<file path="src/inc/pesb_params.svh">
// Register offsets, field positions, reset values and frame counts of the bank
// Function
// - Addresses 0x0B through 0x0E are reserved: they read as zero and ignore writes.
// - The gigabit capability register reads 0x3000: twisted-pair gigabit full and half only.
// - Fast status bits 15 and 12 show live descrambler lock and live link, never cleared by a read.
// - Fast status bits 14, 13 and 11 to 8 latch their error events and clear when read.
// - Gigabit status bits 15 and 12 show live descrambler lock and live link, never cleared by a read.
// - Gigabit status bits 14, 13 and 11 to 7 latch their error events and clear when read.
// - Gigabit status bit 6 shows a detected legacy partner and bit 5 an MDI crossover error.
// - Bypass bit 15, zero after reset, turns the line transmitter off when one.
// - Bypass bit 7 forces legacy partner detection and bit 6, one after reset, disables it.
// - Bypass bit 5, zero after reset, turns automatic pair swap correction off when one.
// - Bypass bit 4, zero after reset, turns automatic polarity correction off when one.
// - Bypass bit 3, one after reset, makes parallel detection honour advertised abilities.
// - Bypass bit 1 stops automatic gigabit next pages and hands control back after the base page.
// - Bypass bit 0 enables the clock output pin and takes its reset value from the strap.
`ifndef PESB_PARAMS_SVH
`define PESB_PARAMS_SVH

`define PESB_ADDR_RSVD_LO 5'h0b
`define PESB_ADDR_RSVD_HI 5'h0e
`define PESB_ADDR_GCAP 5'h0f
`define PESB_ADDR_FAST 5'h10
`define PESB_ADDR_GIGA 5'h11
`define PESB_ADDR_BYP 5'h12

`define PESB_GCAP_VAL 16'h3000
`define PESB_BYP_RST 16'h0048
`define PESB_BYP_WMASK 16'h81fb
`define PESB_BYP_STICKY 16'h00fb
`define PESB_BYP_STRAP 16'h0001

`define PESB_BYP_TXDIS 15
`define PESB_BYP_TCLK 8
`define PESB_BYP_FORCE_LEG 7
`define PESB_BYP_LEG_DIS 6
`define PESB_BYP_PSWAP_DIS 5
`define PESB_BYP_POL_DIS 4
`define PESB_BYP_PD_ADV 3
`define PESB_BYP_NP_DIS 1
`define PESB_BYP_CLKO 0

`define PESB_ST_LOCK 15
`define PESB_ST_ERRA 14
`define PESB_ST_LINK 12
`define PESB_ST_ERRB 11
`define PESB_ST_CEXT 7
`define PESB_ST_LEGACY 6
`define PESB_ST_XOVER 5

`define PESB_PREAMBLE_LEN 6'd32
`define PESB_HDR_LAST 6'd12
`define PESB_TA_LAST 6'd1
`define PESB_DAT_BITS 6'd16
`define PESB_DAT_LAST 6'd15
`define PESB_OP_RD 2'b10
`define PESB_OP_WR 2'b01

`endif

</file>
<file path="src/inc/pesb_pkg.sv">
// Types shared by the extended status and bypass register bank
package pesb_pkg;

  typedef enum logic [1:0] {
    PESB_PRE = 2'b00,
    PESB_HDR = 2'b01,
    PESB_TA = 2'b11,
    PESB_DAT = 2'b10
  } pesb_state_t;

  typedef struct packed {
    logic lock_err;
    logic disconnect;
    logic rx_err;
    logic tx_err;
    logic start_stream_delimiter_err;
    logic end_stream_delimiter_err;
  } pesb_fast_evt_t;

  typedef struct packed {
    logic lock_err;
    logic disconnect;
    logic rx_err;
    logic tx_err;
    logic start_stream_delimiter_err;
    logic end_stream_delimiter_err;
    logic carrier_ext_err;
  } pesb_giga_evt_t;

  typedef struct packed {
    logic descrambler_lock;
    logic link_up;
  } pesb_live_t;

  typedef struct packed {
    logic tx_disable;
    logic tx_test_clk_en;
    logic force_legacy_det;
    logic legacy_det_disable;
    logic pair_swap_corr_dis;
    logic polarity_corr_dis;
    logic pd_honour_adv;
    logic auto_np_dis;
    logic clock_output_en;
  } pesb_bypass_ctrl_t;

endpackage : pesb_pkg

</file>
<file path="src/pesb_regs.sv">
// Extended status and bypass control registers behind the serial management port
`include "pesb_params.svh"

module pesb_regs
  import pesb_pkg::*;
(
  // Clock and resets
  input wire logic clk,
  input wire logic rst,
  input wire logic soft_reset,
  // Serial management port pins
  input wire logic mdc,
  input wire logic mdio_rx,
  output logic mdio_drv,
  output logic mdio_oe,
  // Straps
  input wire logic [4:0] phy_addr,
  input wire logic config_strap_default,
  // Receive path status from the datapaths
  input wire pesb_fast_evt_t fast_evt,
  input wire pesb_live_t fast_live,
  input wire pesb_giga_evt_t giga_evt,
  input wire pesb_live_t giga_live,
  input wire logic legacy_partner_raw,
  input wire logic mdi_xover_err,
  // Controls to the datapaths
  output pesb_bypass_ctrl_t ctrl,
  output logic legacy_partner_flag
);

  function automatic logic addr_hit(input logic [4:0] a);
    addr_hit = (a >= `PESB_ADDR_RSVD_LO) && (a <= `PESB_ADDR_BYP);
  endfunction : addr_hit

  // Pin synchronisation
  logic [7:0] pin_s;
  logic mdc_s, mdio_s, strap_s;
  logic [4:0] phy_s;
  logic mdc_d_r, mdc_rise;

  pesb_sync2 #(.W(8)) u_pin_sync (
    .clk(clk), .d({mdc, mdio_rx, config_strap_default, phy_addr}), .q(pin_s));

  assign mdc_s = pin_s[7];
  assign mdio_s = pin_s[6];
  assign strap_s = pin_s[5];
  assign phy_s = pin_s[4:0];
  // Idle mdc is low, so the delayed copy resets low and no false edge follows reset
  assign mdc_rise = mdc_s & ~mdc_d_r;

  // Frame engine state
  pesb_state_t state_r, state_nxt;
  logic [5:0] cnt_r, cnt_nxt;
  logic [11:0] hdr_r, hdr_nxt;
  logic [15:0] dat_r, dat_nxt;
  logic rd_r, rd_nxt, mine_r, mine_nxt;
  logic [4:0] addr_r, addr_nxt;
  logic mdio_drv_r, mdio_drv_nxt, mdio_oe_r, mdio_oe_nxt;
  logic rd_load, wr_commit;
  logic [12:0] hdr_full;
  logic [1:0] hdr_op;
  logic hdr_ok, hdr_mine;
  logic [15:0] wr_data, rd_word;

  // Status and control state
  logic [15:0] byp_r, byp_nxt, byp_sticky;
  logic leg_r, leg_nxt, fast_clr, giga_clr, latch_rst;
  logic [5:0] fast_q;
  logic [6:0] giga_q;

  assign hdr_full = {hdr_r, mdio_s};
  assign hdr_op = hdr_full[11:10];
  assign hdr_ok = hdr_full[12] && ((hdr_op == `PESB_OP_RD) || (hdr_op == `PESB_OP_WR));
  assign hdr_mine = hdr_ok && (hdr_full[9:5] == phy_s) && addr_hit(hdr_full[4:0]);
  assign wr_data = {dat_r[14:0], mdio_s};

  // Read snapshot; every address of the bank not listed below reads zero
  always_comb begin
    rd_word = 16'h0000;
    case (hdr_full[4:0])
      `PESB_ADDR_GCAP: rd_word = `PESB_GCAP_VAL;
      `PESB_ADDR_FAST: begin
        rd_word[`PESB_ST_LOCK] = fast_live.descrambler_lock;
        rd_word[`PESB_ST_LINK] = fast_live.link_up;
        rd_word[`PESB_ST_ERRA -: 2] = fast_q[5:4];
        rd_word[`PESB_ST_ERRB -: 4] = fast_q[3:0];
      end
      `PESB_ADDR_GIGA: begin
        rd_word[`PESB_ST_LOCK] = giga_live.descrambler_lock;
        rd_word[`PESB_ST_LINK] = giga_live.link_up;
        rd_word[`PESB_ST_ERRA -: 2] = giga_q[6:5];
        rd_word[`PESB_ST_ERRB -: 4] = giga_q[4:1];
        rd_word[`PESB_ST_CEXT] = giga_q[0];
        rd_word[`PESB_ST_LEGACY] = leg_r;
        rd_word[`PESB_ST_XOVER] = mdi_xover_err;
      end
      `PESB_ADDR_BYP: rd_word = byp_r;
      default: rd_word = 16'h0000;
    endcase
  end

  // Management frame: preamble, start, opcode, addresses, turnaround, data
  always_comb begin
    state_nxt = state_r;
    cnt_nxt = cnt_r;
    hdr_nxt = hdr_r;
    dat_nxt = dat_r;
    rd_nxt = rd_r;
    mine_nxt = mine_r;
    addr_nxt = addr_r;
    mdio_drv_nxt = mdio_drv_r;
    mdio_oe_nxt = mdio_oe_r;
    rd_load = 1'b0;
    wr_commit = 1'b0;
    if (mdc_rise) begin
      case (state_r)
        PESB_PRE: begin
          if (mdio_s) begin
            if (cnt_r != `PESB_PREAMBLE_LEN) begin
              cnt_nxt = cnt_r + 6'd1;
            end
          end else if (cnt_r == `PESB_PREAMBLE_LEN) begin
            state_nxt = PESB_HDR;
            cnt_nxt = 6'd0;
          end else begin
            cnt_nxt = 6'd0;
          end
        end
        PESB_HDR: begin
          hdr_nxt = hdr_full[11:0];
          cnt_nxt = cnt_r + 6'd1;
          if (cnt_r == `PESB_HDR_LAST) begin
            cnt_nxt = 6'd0;
            rd_nxt = (hdr_op == `PESB_OP_RD);
            addr_nxt = hdr_full[4:0];
            mine_nxt = hdr_mine;
            state_nxt = hdr_ok ? PESB_TA : PESB_PRE;
            if (hdr_mine && (hdr_op == `PESB_OP_RD)) begin
              rd_load = 1'b1;
              dat_nxt = rd_word;
            end
          end
        end
        PESB_TA: begin
          cnt_nxt = cnt_r + 6'd1;
          if (rd_r) begin
            // Drive the second turnaround bit low when addressed
            mdio_oe_nxt = mine_r;
            mdio_drv_nxt = 1'b0;
            state_nxt = PESB_DAT;
            cnt_nxt = 6'd0;
          end else if (cnt_r == `PESB_TA_LAST) begin
            state_nxt = PESB_DAT;
            cnt_nxt = 6'd0;
          end
        end
        PESB_DAT: begin
          cnt_nxt = cnt_r + 6'd1;
          if (rd_r) begin
            if (cnt_r == `PESB_DAT_BITS) begin
              mdio_oe_nxt = 1'b0;
              mdio_drv_nxt = 1'b0;
              state_nxt = PESB_PRE;
              cnt_nxt = 6'd0;
            end else begin
              mdio_drv_nxt = dat_r[15];
              dat_nxt = {dat_r[14:0], 1'b0};
            end
          end else begin
            dat_nxt = wr_data;
            if (cnt_r == `PESB_DAT_LAST) begin
              wr_commit = mine_r;
              state_nxt = PESB_PRE;
              cnt_nxt = 6'd0;
            end
          end
        end
        default: begin
          state_nxt = PESB_PRE;
          cnt_nxt = 6'd0;
        end
      endcase
    end
  end

  always_ff @(posedge clk) begin
    if (rst) begin
      state_r <= PESB_PRE;
      cnt_r <= 6'd0;
      hdr_r <= 12'h000;
      dat_r <= 16'h0000;
      rd_r <= 1'b0;
      mine_r <= 1'b0;
      addr_r <= 5'h00;
      mdio_drv_r <= 1'b0;
      mdio_oe_r <= 1'b0;
      mdc_d_r <= 1'b0;
    end else begin
      state_r <= state_nxt;
      cnt_r <= cnt_nxt;
      hdr_r <= hdr_nxt;
      dat_r <= dat_nxt;
      rd_r <= rd_nxt;
      mine_r <= mine_nxt;
      addr_r <= addr_nxt;
      mdio_drv_r <= mdio_drv_nxt;
      mdio_oe_r <= mdio_oe_nxt;
      mdc_d_r <= mdc_s;
    end
  end

  assign mdio_drv = mdio_drv_r;
  assign mdio_oe = mdio_oe_r;

  // Clear-on-read pulses land in the snapshot cycle, so the value read is the one cleared
  assign fast_clr = rd_load && (hdr_full[4:0] == `PESB_ADDR_FAST);
  assign giga_clr = rd_load && (hdr_full[4:0] == `PESB_ADDR_GIGA);
  assign latch_rst = rst | soft_reset;

  pesb_evt_latch #(.W(6)) u_fast_latch (
    .clk(clk), .rst(latch_rst), .set(fast_evt), .clr(fast_clr), .q(fast_q));

  pesb_evt_latch #(.W(7)) u_giga_latch (
    .clk(clk), .rst(latch_rst), .set(giga_evt), .clr(giga_clr), .q(giga_q));

  // Bypass control; soft reset outranks a write landing in the same cycle
  always_comb begin
    byp_nxt = byp_r;
    if (soft_reset) begin
      byp_nxt = (byp_r & `PESB_BYP_STICKY) | (`PESB_BYP_RST & ~`PESB_BYP_STICKY);
    end else if (wr_commit && (addr_r == `PESB_ADDR_BYP)) begin
      byp_nxt = wr_data & `PESB_BYP_WMASK;
    end
  end

  always_ff @(posedge clk) begin
    if (rst) begin
      byp_r <= (`PESB_BYP_RST & ~`PESB_BYP_STRAP) | {15'h0000, strap_s};
    end else begin
      byp_r <= byp_nxt;
    end
  end

  assign byp_sticky = byp_r & `PESB_BYP_STICKY;

  // Legacy partner outcome: forcing wins over the disable
  always_comb begin
    leg_nxt = byp_r[`PESB_BYP_FORCE_LEG] |
              (legacy_partner_raw & ~byp_r[`PESB_BYP_LEG_DIS]);
  end

  always_ff @(posedge clk) begin
    if (rst) begin
      leg_r <= 1'b0;
    end else begin
      leg_r <= leg_nxt;
    end
  end

  assign legacy_partner_flag = leg_r;

  always_comb begin
    ctrl.tx_disable = byp_r[`PESB_BYP_TXDIS];
    ctrl.tx_test_clk_en = byp_r[`PESB_BYP_TCLK];
    ctrl.force_legacy_det = byp_r[`PESB_BYP_FORCE_LEG];
    ctrl.legacy_det_disable = byp_r[`PESB_BYP_LEG_DIS];
    ctrl.pair_swap_corr_dis = byp_r[`PESB_BYP_PSWAP_DIS];
    ctrl.polarity_corr_dis = byp_r[`PESB_BYP_POL_DIS];
    ctrl.pd_honour_adv = byp_r[`PESB_BYP_PD_ADV];
    // Negotiation stops after the base page and waits for management
    ctrl.auto_np_dis = byp_r[`PESB_BYP_NP_DIS];
    ctrl.clock_output_en = byp_r[`PESB_BYP_CLKO];
  end
endmodule : pesb_regs

</file>
<file path="src/pesb_sync2.sv">
// Two-stage synchroniser for pins from outside the clock domain
module pesb_sync2 #(
  parameter int W = 1
) (
  // Clock
  input wire logic clk,
  // Asynchronous levels and their synchronised copies
  input wire logic [W-1:0] d,
  output logic [W-1:0] q
);
  logic [W-1:0] meta_r;
  logic [W-1:0] sync_r;

  // No reset: the stages settle within two edges of any reset
  always_ff @(posedge clk) begin
    meta_r <= d;
    sync_r <= meta_r;
  end

  assign q = sync_r;

endmodule : pesb_sync2

</file>
<file path="src/pesb_evt_latch.sv">
// Event flags that latch high and clear on read, a new event beating the clear
module pesb_evt_latch #(
  parameter int W = 6
) (
  // Clock and reset
  input wire logic clk,
  input wire logic rst,
  // Events and read clear
  input wire logic [W-1:0] set,
  input wire logic clr,
  // Flags
  output logic [W-1:0] q
);
  logic [W-1:0] q_r;
  logic [W-1:0] q_nxt;

  always_comb begin
    q_nxt = (q_r & ~{W{clr}}) | set;
  end

  always_ff @(posedge clk) begin
    if (rst) begin
      q_r <= '0;
    end else begin
      q_r <= q_nxt;
    end
  end

  assign q = q_r;

endmodule : pesb_evt_latch

</file>
<file path="config.mk">
export PLATFORM = sky130hd
export DESIGN_NAME = pesb_regs
export DESIGN_NICKNAME = d
export VERILOG_FILES = /design/src/inc/pesb_pkg.sv /design/src/pesb_regs.sv /design/src/pesb_sync2.sv /design/src/pesb_evt_latch.sv
export VERILOG_INCLUDE_DIRS = /design/src /design/src/inc
export SDC_FILE = /design/constraint.sdc
export NUM_CORES = 1
export LEC_CHECK = 0
export BUFFER_PORTS_ARGS = -buffer_cell sky130_fd_sc_hd__buf_2
export CAP_MARGIN = 20
export CORE_MARGIN = 3
export CORE_UTILIZATION = 62
export CTS_CLUSTER_DIAMETER = 150
export DETAILED_ROUTE_END_ITERATION = 10
export PLACE_DENSITY = 0.89
export RECOVER_POWER = 100
export SYNTH_ARGS = -nofsm -noshare
export SYNTH_HDL_FRONTEND = slang
export SYNTH_SLANG_ARGS = --single-unit
</file>
<file path="constraint.sdc">
create_clock -name clk -period 3.45 [get_ports clk]
set_clock_uncertainty 0.1 [all_clocks]
set_input_delay 0.69 -clock clk [delete_from_list [all_inputs] [get_ports clk]]
set_output_delay 0.69 -clock clk [all_outputs]
set_load 0.05 [all_outputs]
</file>
Word level (Yosys, flattened, before mapping):

Index checks and enable logic that the tools add are counted.

* $add $sub $neg: 1
* magnitude comparators: 2
* equality and inequality tests: 30
* mux-type cells: 46
* bitwise logic cells: 13
* reductions and logical operators: 23

Operator list (number)
* $mux W16: 4
* $mux W6: 8
* $pmux W16 S2: 1
* $pmux W8 S4: 1
* $pmux W6 S4: 1
* $eq A5 B5 Y1 const B: 4
* $mux W2: 9
* $mux W1: 17
* $ne A2 B2 Y1 const B: 8
* $ne A3 B3 Y1 const B: 5
* $eq A6 B4 Y1 const B: 2
* $reduce_and A5 Y1: 2
* $logic_and A1 B1 Y1: 8
* $pmux W2 S4: 1
* $reduce_and A2 Y1: 4
* $and A7 B7 Y7: 1
* $not A7 Y7: 1
* $or A7 B7 Y7: 1
* $reduce_and A7 Y1: 1
* $add A6 B1 Y6 const B: 1
* $and A6 B6 Y6: 1
* $eq A2 B2 Y1 const B: 3
* $eq A6 B1 Y1 const B: 1
* $eq A6 B5 Y1 const B: 1
* other kinds (21): 29

* register bits: 85
* input port bits: 30

Logic depth before layout (Yosys ltp):

Gate-level depths: netlist of run 1.

* depth after elaboration: 14
* gate-level depth with buffers: 8
* gate-level depth less buffers: 7

Cells and area by module:

Synthesis of run 1 repeated with hierarchy kept, for this count alone.

* cells, all modules: 422
* area total of the unflattened synthesis: 3712.3 µm²

Modules (own cells, without submodules)
* pesb_regs: times used 1, cells each 354, area an instance 2936.6 µm², seq. area each 1131.1 µm²
* pesb_sync2: times used 1, cells each 16, area an instance 320.3 µm², seq. area each 320.3 µm²
* pesb_evt_latch (u_giga_latch): times used 1, cells each 28, area an instance 245.2 µm², seq. area each 140.1 µm²
* pesb_evt_latch (u_fast_latch): times used 1, cells each 24, area an instance 210.2 µm², seq. area each 120.1 µm²

Least setup slack after synthesis of run 1:

No wires, ideal clock.

* path kind: flip-flop to flip-flop
* from: register hdr_r[9]
* to: register dat_r[10]
* setup time: 0.132 ns
* arrival time: 1.767 ns
* path slack: 1.451 ns
* stages on the path, launching flop included: 9
* buffers on the path: 1
* cells stage by stage: dfxtp_1 inv_1 ha_1 nor2b_1 nand2_1 or4_4 buf_6 nand3_1 a21oi_1

* cells in the longest elaborated chain, start to end: 8

Ends and longest elaborated chain
* from (decl): line pesb_regs.sv:54 `logic [11:0] hdr_r, hdr_nxt;`
* from (signal assigned): line pesb_regs.sv:201 `hdr_r <= hdr_nxt;`
* $eq A2 B2 Y1 (no line) / $eq A2 B1 Y1 (equally long branches)
* $logic_or A1 B1 Y1: line pesb_regs.sv:73 `` assign hdr_ok = hdr_full[12] && ((hdr_op == `PESB_OP_RD) || (hdr_op == `PESB_OP_WR)); ``
* $logic_and A1 B1 Y1: line pesb_regs.sv:73
* $logic_and A1 B1 Y1 (2 in a row): line pesb_regs.sv:74 `assign hdr_mine = hdr_ok && (hdr_full[9:5] == phy_s) && addr_hit(hdr_full[4:0]);`
* $logic_and A1 B1 Y1 (*): line pesb_regs.sv:138 `` if (hdr_mine && (hdr_op == `PESB_OP_RD)) begin ``
* $ne A2 B2 Y1 (no line) (*)
* $reduce_and A5 Y1 (no line) (*)
* to (signal assigned): line pesb_regs.sv:202 `dat_r <= dat_nxt;`
* to (decl): line pesb_regs.sv:55 `logic [15:0] dat_r, dat_nxt;`

Every way passes the cells marked *; elsewhere a longest branch is shown, timed or not.
A chain may end at the register's enable or synchronous reset.

Worst setup path in the final report of run 1:

* from: register state_r[0]
* to: register mine_r

* cells in the longest elaborated chain, start to end: 2

Ends and longest elaborated chain
* from (decl): line pesb_regs.sv:52 `pesb_state_t state_r, state_nxt;`
* from (signal assigned): line pesb_regs.sv:199 `state_r <= state_nxt;`
* $eq A2 B1 Y1: line pesb_regs.sv:116 `case (state_r)`
* $reduce_and A3 Y1 (no line)
* to (signal assigned): line pesb_regs.sv:204 `mine_r <= mine_nxt;`
* to (decl): line pesb_regs.sv:56 `logic rd_r, rd_nxt, mine_r, mine_nxt;`

No other way between the ends.

==> results of run 1 <==
==> metal layers <==
layer  GRT usage (%)  share of wire (%)
met3            4.96                8.5
met2            38.8                 46
met1            33.6                 44
met5               0                  0
met4            9.66                1.8
==> state kept, by name, indices dropped and copies added, names as in the netlist <==
register / count
u_pin_sync.meta_r: 8
hdr_r: 12
u_fast_latch.q: 6
addr_r: 5
mine_r: 1
mdio_drv: 1
u_pin_sync.q: 8
byp_r: 9
cnt_r: 6
dat_r: 16
u_giga_latch.q: 7
legacy_partner_flag: 1
rd_r: 1
state_r: 2
mdio_oe: 1
mdc_d_r: 1
==> layout by cell type (no fill, tap or decap), drive strengths merged, types with 5 or more instances in the layout <==
master,netlist,layout
a31oi,8,8
buf,7,32
and2,14,14
nor3,10,10
nand3,49,49
nor2,25,25
a22o,13,13
inv,8,8
nand2b,6,6
nor4,5,5
o21ai,7,7
a21oi,34,34
mux2i,12,12
nand4,8,8
dfxtp,84,84
nor2b,8,8
clkbuf,22,23
nand4b,5,5
nand2,37,37
xnor2,5,5
o211ai,5,5
o221ai,8,8
==> final timing paths <==
path,cells past startpoint,slack (ns),endpoint,startpoint
worst max-delay path,6,0.67,mine_r$_SDFFE_PP0P_,state_r[0]$_SDFFE_PP0P_
worst min-delay path,0,0.23,u_pin_sync.q[2]$_DFF_P_,u_pin_sync.meta_r[2]$_DFF_P_
worst max register to register,6,0.67,mine_r$_SDFFE_PP0P_,state_r[0]$_SDFFE_PP0P_
worst min register to register,0,0.23,u_pin_sync.q[2]$_DFF_P_,u_pin_sync.meta_r[2]$_DFF_P_
==> power groups by stage <==
| stage | registers (mW) | logic (mW) | clock network, mW |
|---|---|---|---|
| 6_report | 1.02 | 0.0725 | 0.659 |
| 5_1_grt | 1.02 | 0.0795 | 0.711 |
| 4_1_cts | 1.02 | 0.0730 | 0.665 |
| 3_5_place_dp | 1.04 | 0.0726 | 0 |
| 3_3_place_gp | 1.04 | 0.0690 | 0 |
| 2_1_floorplan | 1.04 | 0.0432 | 0 |
==> cell type report <==
class                      instances  area [um2]
clock buffer                       9         124
clock inverter                     5        53.8
sequential                        85        1710
multi-input combinational        295        1830
timing repair buffer              46         226
tap                               72        90.1
fill                             428        1570
inverter                           8        30.0
==> cells by family after synthesis <==
kind of cell	Yosys count	share of synthesized area (%)
AND/OR/NAND/NOR	184	27.4
XOR/XNOR	9	2.12
AO/OA/AOI/OAI	86	15.4
buffers and inverters	37	4.38
multiplexers	12	3.23
adder cells (fa/ha/maj)	4	1.35
flip-flops	85	46.1
==> per-stage QoR <==
step	util, %	setup WS [ns]	total power [mW]	cell area, um2
finish	72.1	0.668	1.75	4070
floorplan	-	1.45	1.08	3710
global route	72.1	0.428	1.81	4070
detailed placement	69.6	1.10	1.11	3930
CTS	72.8	1.03	1.75	4110
global placement	69.4	1.16	1.11	3920
==> flow_summary.toml, run 1 <==
[route]
wl_um = 8400
postRouteAntennaNets = 0
dr.pass1.iters = 5
wl_per_cell_um = 16.1
dr.first_iter.drc_count = 312
vias_per_cell = 6.27
drc = 0
num_vias = 3262

[worst_setup_path]
critPathKind = "flip-flop to flip-flop"
arrival_ns = 2.97
crit_chain = "nor4bb_1, clkbuf_1, nand3_1, nor4_1, a21oi_1, nor2_1"
cpPeakStageDelay_ns = 0.61
crit_fanout = 13
required_ns = 3.64
path_buf_inv = 1
cp_slowest_cell = "nor4bb_1"
crit_path_start_kind = "flip-flop"
critPathCaptureType = "flip-flop"
critPathTopFamily = "simple AND/OR/NAND/NOR gates"

[logic_synthesis]
synthTopCellsByCount = "dfxtp_1, nand3_1, nand2_1"
synthCells = 417
synth_warnings = 0
synth_fp_nets = 451
synth_top_area_cell = "dfxtp_1"
synth.most_common_cell = "dfxtp_1"
synth_top_cell_area_share_pct = 45.3
synth-seq-cells = 85
synth_edf_count = 1
avgSynthCellArea_um2 = 8.91
yosysUniqueCellTypes = 50
synthFlopType = "dfxtp_1"
synth_area_leaders = "dfxtp_1, nand3_1, a21oi_1"
async_flop_share_pct = 0
seq_area_frac_synth_pct = 46.1
synth_area_mm2 = 0.00371

[sta]
finalCritPeriodShare_pct = 80.6
clock.fmax_mhz = 359
hold_viol = 0
rsz0062_at_grt = "no"
setup_viol = 0
relSlewSlack_pct = 29.6
report.final.slew_viol_count = 0
setup_tns_ns = 0
worst_slew_pin_slew_ns = 1.05
holdWs_ns = 0.229
fin_crit_ns = 2.78

[global_route]
antenna_found_initial = 0
groute.usage.overall_pct = 24.8
grt_pass1_wl_um = 14200
grt_max_degree = 58
grt_pass1_vias = 2943
grt_overflow_total = 0

[clock_network]
cts_tree = "yes"
clk_pin_slew_ns = 0.08
clockBufferDepth = 2
ctsResizeCount = 0
worstSkewPairLatency_ns = 0.35
postCtsHoldBufs = 0
cts_sinks = 85
cts_root_buf = "clkbuf_8"
cts-buffers-inserted = 9
postCtsSetupBuffers = 0
ctsHtreeMaxLevel = 3

[power_and_ir_drop]
internal_power_mw = 1.36
p_per_area_mw_per_mm2 = 430
swShare_pct = 22.2
vdd_drop_max_uv = 325
clkPwrFrac_pct = 37.7
p_switching_mw = 0.387
leakage_nw = 1.52
combPwrFrac_pct = 4.1
pwr-share-seq_pct = 58.1

[final_layout]
final_nets = 479
syn2layout_area_growth_pct = 9.53
diodes = 0
final_cells = 520
drive_gt1_share_pct = 12.3

[job]
cap_violations = 0

[die]
initial_core_util_pct = 65.8
core-area_mm2 = 0.00564
io_pins = 42
row_count = 27
die_w_um = 83.4
die_area_mm2 = 0.00695
die_y_um = 83.4

[place]
post-dp-hpwl_um = 5680
gp_congestion = 0.915
io_buffers = 41
dp.cells = 506

[status]
status = "completed"

[hold_path]
min_path_type = "flip-flop to flip-flop"
Power figures use the tool's default switching activity.
==> run 2: changes to the inputs <==
--- a/config.mk
+++ b/config.mk
@@ -6,13 +6,14 @@
 export SDC_FILE = /design/constraint.sdc
 export NUM_CORES = 1
 export LEC_CHECK = 0
+export ABC_AREA = 1
 export BUFFER_PORTS_ARGS = -buffer_cell sky130_fd_sc_hd__buf_2
 export CAP_MARGIN = 20
 export CORE_MARGIN = 3
-export CORE_UTILIZATION = 62
+export CORE_UTILIZATION = 58
 export CTS_CLUSTER_DIAMETER = 150
 export DETAILED_ROUTE_END_ITERATION = 10
-export PLACE_DENSITY = 0.89
+export PLACE_DENSITY = 0.84
 export RECOVER_POWER = 100
 export SYNTH_ARGS = -nofsm -noshare
 export SYNTH_HDL_FRONTEND = slang
==> constraint.sdc (replaced) <==
create_clock -name clk -period 2.7 [get_ports clk]
set_clock_uncertainty 0.1 [all_clocks]
set_input_delay 0.54 -clock clk [delete_from_list [all_inputs] [get_ports clk]]
set_output_delay 0.54 -clock clk [all_outputs]
set_load 0.05 [all_outputs]
==> run 2 against run 1 <==
Compared with the run above: sequential power grew 27%; total power grew 43%; routed wire length grew 1.7%; critical endpoint is now byp_r[0]$_DFFE_PP_.
==> flow_summary.toml, run 2 <==
[status]
status = "completed"

[worst_setup_path]
arrival_ns = 2.31
crit_chain = "inv_2, nor2_2, buf_4, inv_2, nor2_1, nand3_2, nor2_1, nand2_4, nand2_1"
crit_fanout = 12
required_ns = 2.67
path_buf_inv = 3
r2r-start = "state_r[1]$_SDFFE_PP0P_"
crit_path_start_kind = "flip-flop"
critPathTopFamily = "simple AND/OR/NAND/NOR gates"
critPathKind = "flip-flop to flip-flop"
cp_slowest_cell = "nor2_1"
critPathCaptureType = "flip-flop"
crit_start = "state_r[1]$_SDFFE_PP0P_"
cpPeakStageDelay_ns = 0.44

[final_layout]
diodes = 0
mostFrequentLayoutCell = "nand2_1"
largest_reg_flops = 16
drive_gt1_share_pct = 11.7
largest-register = "dat_r"
syn2layout_area_growth_pct = 11.4
final_nets = 601
final_cell_mix = "nand2_1, dfxtp_1, nor2_1"
fin_area_mm2 = 0.00429
reg.largest.list = "dat_r x16, hdr_r x12, byp_r x9"

[die]
io_pins = 42
core-area_mm2 = 0.00639
die_w_um = 87.5
initial_core_util_pct = 60.4
die_area_mm2 = 0.00766
row_count = 29
die_y_um = 87.5

[hold_path]
min_path_type = "primary input to flip-flop"
min_from = "phy_addr[2]"

[clock_network]
clockBufferDepth = 2
worstSkewPairLatency_ns = 0.35
ctsHtreeMaxLevel = 3
postCtsHoldBufs = 0
clk_pin_slew_ns = 0.09
cts_root_buf = "clkbuf_8"
postCtsSetupBuffers = 0
cts_sinks = 85
cts_tree = "yes"
ctsResizeCount = 0
cts-buffers-inserted = 9

[global_route]
use_met1_pct = 30.3
grt_pass1_vias = 3171
grt.met2_usage_pct = 38.0
grt.busiest_layer = "met2"
gr-usage-met3_pct = 4.99
grt_pass1_wl_um = 14000
antenna_found_initial = 0
groute.usage.overall_pct = 23.0
grt_overflow_total = 0
grt_max_degree = 33

[logic_synthesis]
async_flop_share_pct = 0
synth_top_area_cell = "dfxtp_1"
synth_top_cell_area_share_pct = 43.6
synthFlopType = "dfxtp_1"
seq_area_frac_synth_pct = 44.4
synthCells = 530
yosysUniqueCellTypes = 33
synth_fp_nets = 564
synth_warnings = 0
synthTopCellsByCount = "nand2_1, dfxtp_1, a21oi_1, nor2_1, inv_1"
synth-seq-cells = 85
synth_edf_count = 1
synth_area_mm2 = 0.00386
avgSynthCellArea_um2 = 7.28
synth_area_leaders = "dfxtp_1, nand2_1, a21oi_1"
synth.most_common_cell = "nand2_1"

[power_and_ir_drop]
pwr-share-seq_pct = 51.8
combPwrFrac_pct = 4.5
clkPwrFrac_pct = 43.7
vdd_drop_max_uv = 423
p_total_mw = 2.50
p_per_area_mw_per_mm2 = 583
swShare_pct = 22.4
leakage_nw = 1.83
p_switching_mw = 0.562
internal_power_mw = 1.94

[place]
gp_congestion = 0.807
io_buffers = 41
place_area_mm2 = 0.00410
post-dp-hpwl_um = 5980

[job]
cap_violations = 0

[sta]
report.final.slew_viol_count = 0
hold_viol = 0
finalCritPeriodShare_pct = 86.5
setup_viol = 0
clock.fmax_mhz = 428
setup_tns_ns = 0
relSlewSlack_pct = 38.0
worst_slew_pin_slew_ns = 0.930
rsz0062_at_grt = "no"
fin_crit_ns = 2.34

[route]
dr.first_iter.drc_count = 230
drc = 0
postRouteAntennaNets = 0
wl_um = 8540
num_vias = 3502
dr.pass1.iters = 5
wl_per_cell_um = 13.2
vias_per_cell = 5.40
[run 2: worst paths after layout]
| check | endpoint | slack (ns) | cells after the start |
|---|---|---|---|
| hold reg to reg | u_pin_sync.q[0]$_DFF_P_ | 0.23 | 0 |
| setup / recovery | byp_r[0]$_DFFE_PP_ | 0.36 | 9 |
| hold / removal | u_pin_sync.meta_r[2]$_DFF_P_ | 0.18 | 1 |
| setup reg to reg | byp_r[0]$_DFFE_PP_ | 0.36 | 9 |
[run 2: layout make-up]
cell class | count | area [um2]
clock buffer | 9 | 124
tap | 77 | 96.3
timing repair buffer | 48 | 238
inverter | 68 | 255
multi-input combinational | 355 | 1750
clock inverter | 7 | 120
sequential | 85 | 1710
fill | 588 | 2090
[run 2: worst reg2reg max path: cells and delay by family (launching register included)]
kind / cells / cell delay [ns]
AND/OR/NAND/NOR: 6 / 1.18
flip-flops: 1 / 0.39
buffers and inverters: 3 / 0.41
[run 2: routing by layer]
metal  routed length, um  up-vias
met5                   0        -
met4                  59        0
met1                3960     1612
met2                4080       79
met3                 433        5
li1                    -     1806
[run 2: kinds of logic (layout without fill, tap and decap cells)]
group / count (synthesis) / after routing / share of synthesized area (%)
muxes: 3 / 3 / 0.779
DFF: 85 / 85 / 44.4
adders and majority gates: 4 / 4 / 1.30
xor gates and xnor gates: 4 / 4 / 0.909
AOI/OAI and AO/OA: 106 / 106 / 14.9
and+or+nand+nor: 238 / 238 / 28.2
buffers and inverters: 90 / 132 / 9.57
[run 2: metrics by stage]
| stage | hold WS, ns | util [%] | cells | worst slack, ns |
|---|---|---|---|---|
| 3_5_place_dp | 0.213 | 64.1 | 633 | 0.605 |
| 6_report | 0.183 | 67.2 | 649 | 0.365 |
| 3_3_place_gp | 0.210 | 64.1 | 633 | 0.720 |
| 4_1_cts | 0.173 | 68.0 | 649 | 0.574 |
| 5_1_grt | 0.163 | 67.2 | 649 | 0.219 |
| 2_1_floorplan | 0.210 | - | 530 | 0.990 |
[run 2: power groups by stage]
| stage | combinational, mW | clock (mW) | sequential (mW) |
|---|---|---|---|
| 5_1_grt | 0.130 | 1.15 | 1.30 |
| 4_1_cts | 0.116 | 1.10 | 1.30 |
| 3_5_place_dp | 0.115 | 0 | 1.33 |
| 6_report | 0.113 | 1.09 | 1.30 |
| 3_3_place_gp | 0.112 | 0 | 1.32 |
| 2_1_floorplan | 0.0759 | 0 | 1.32 |
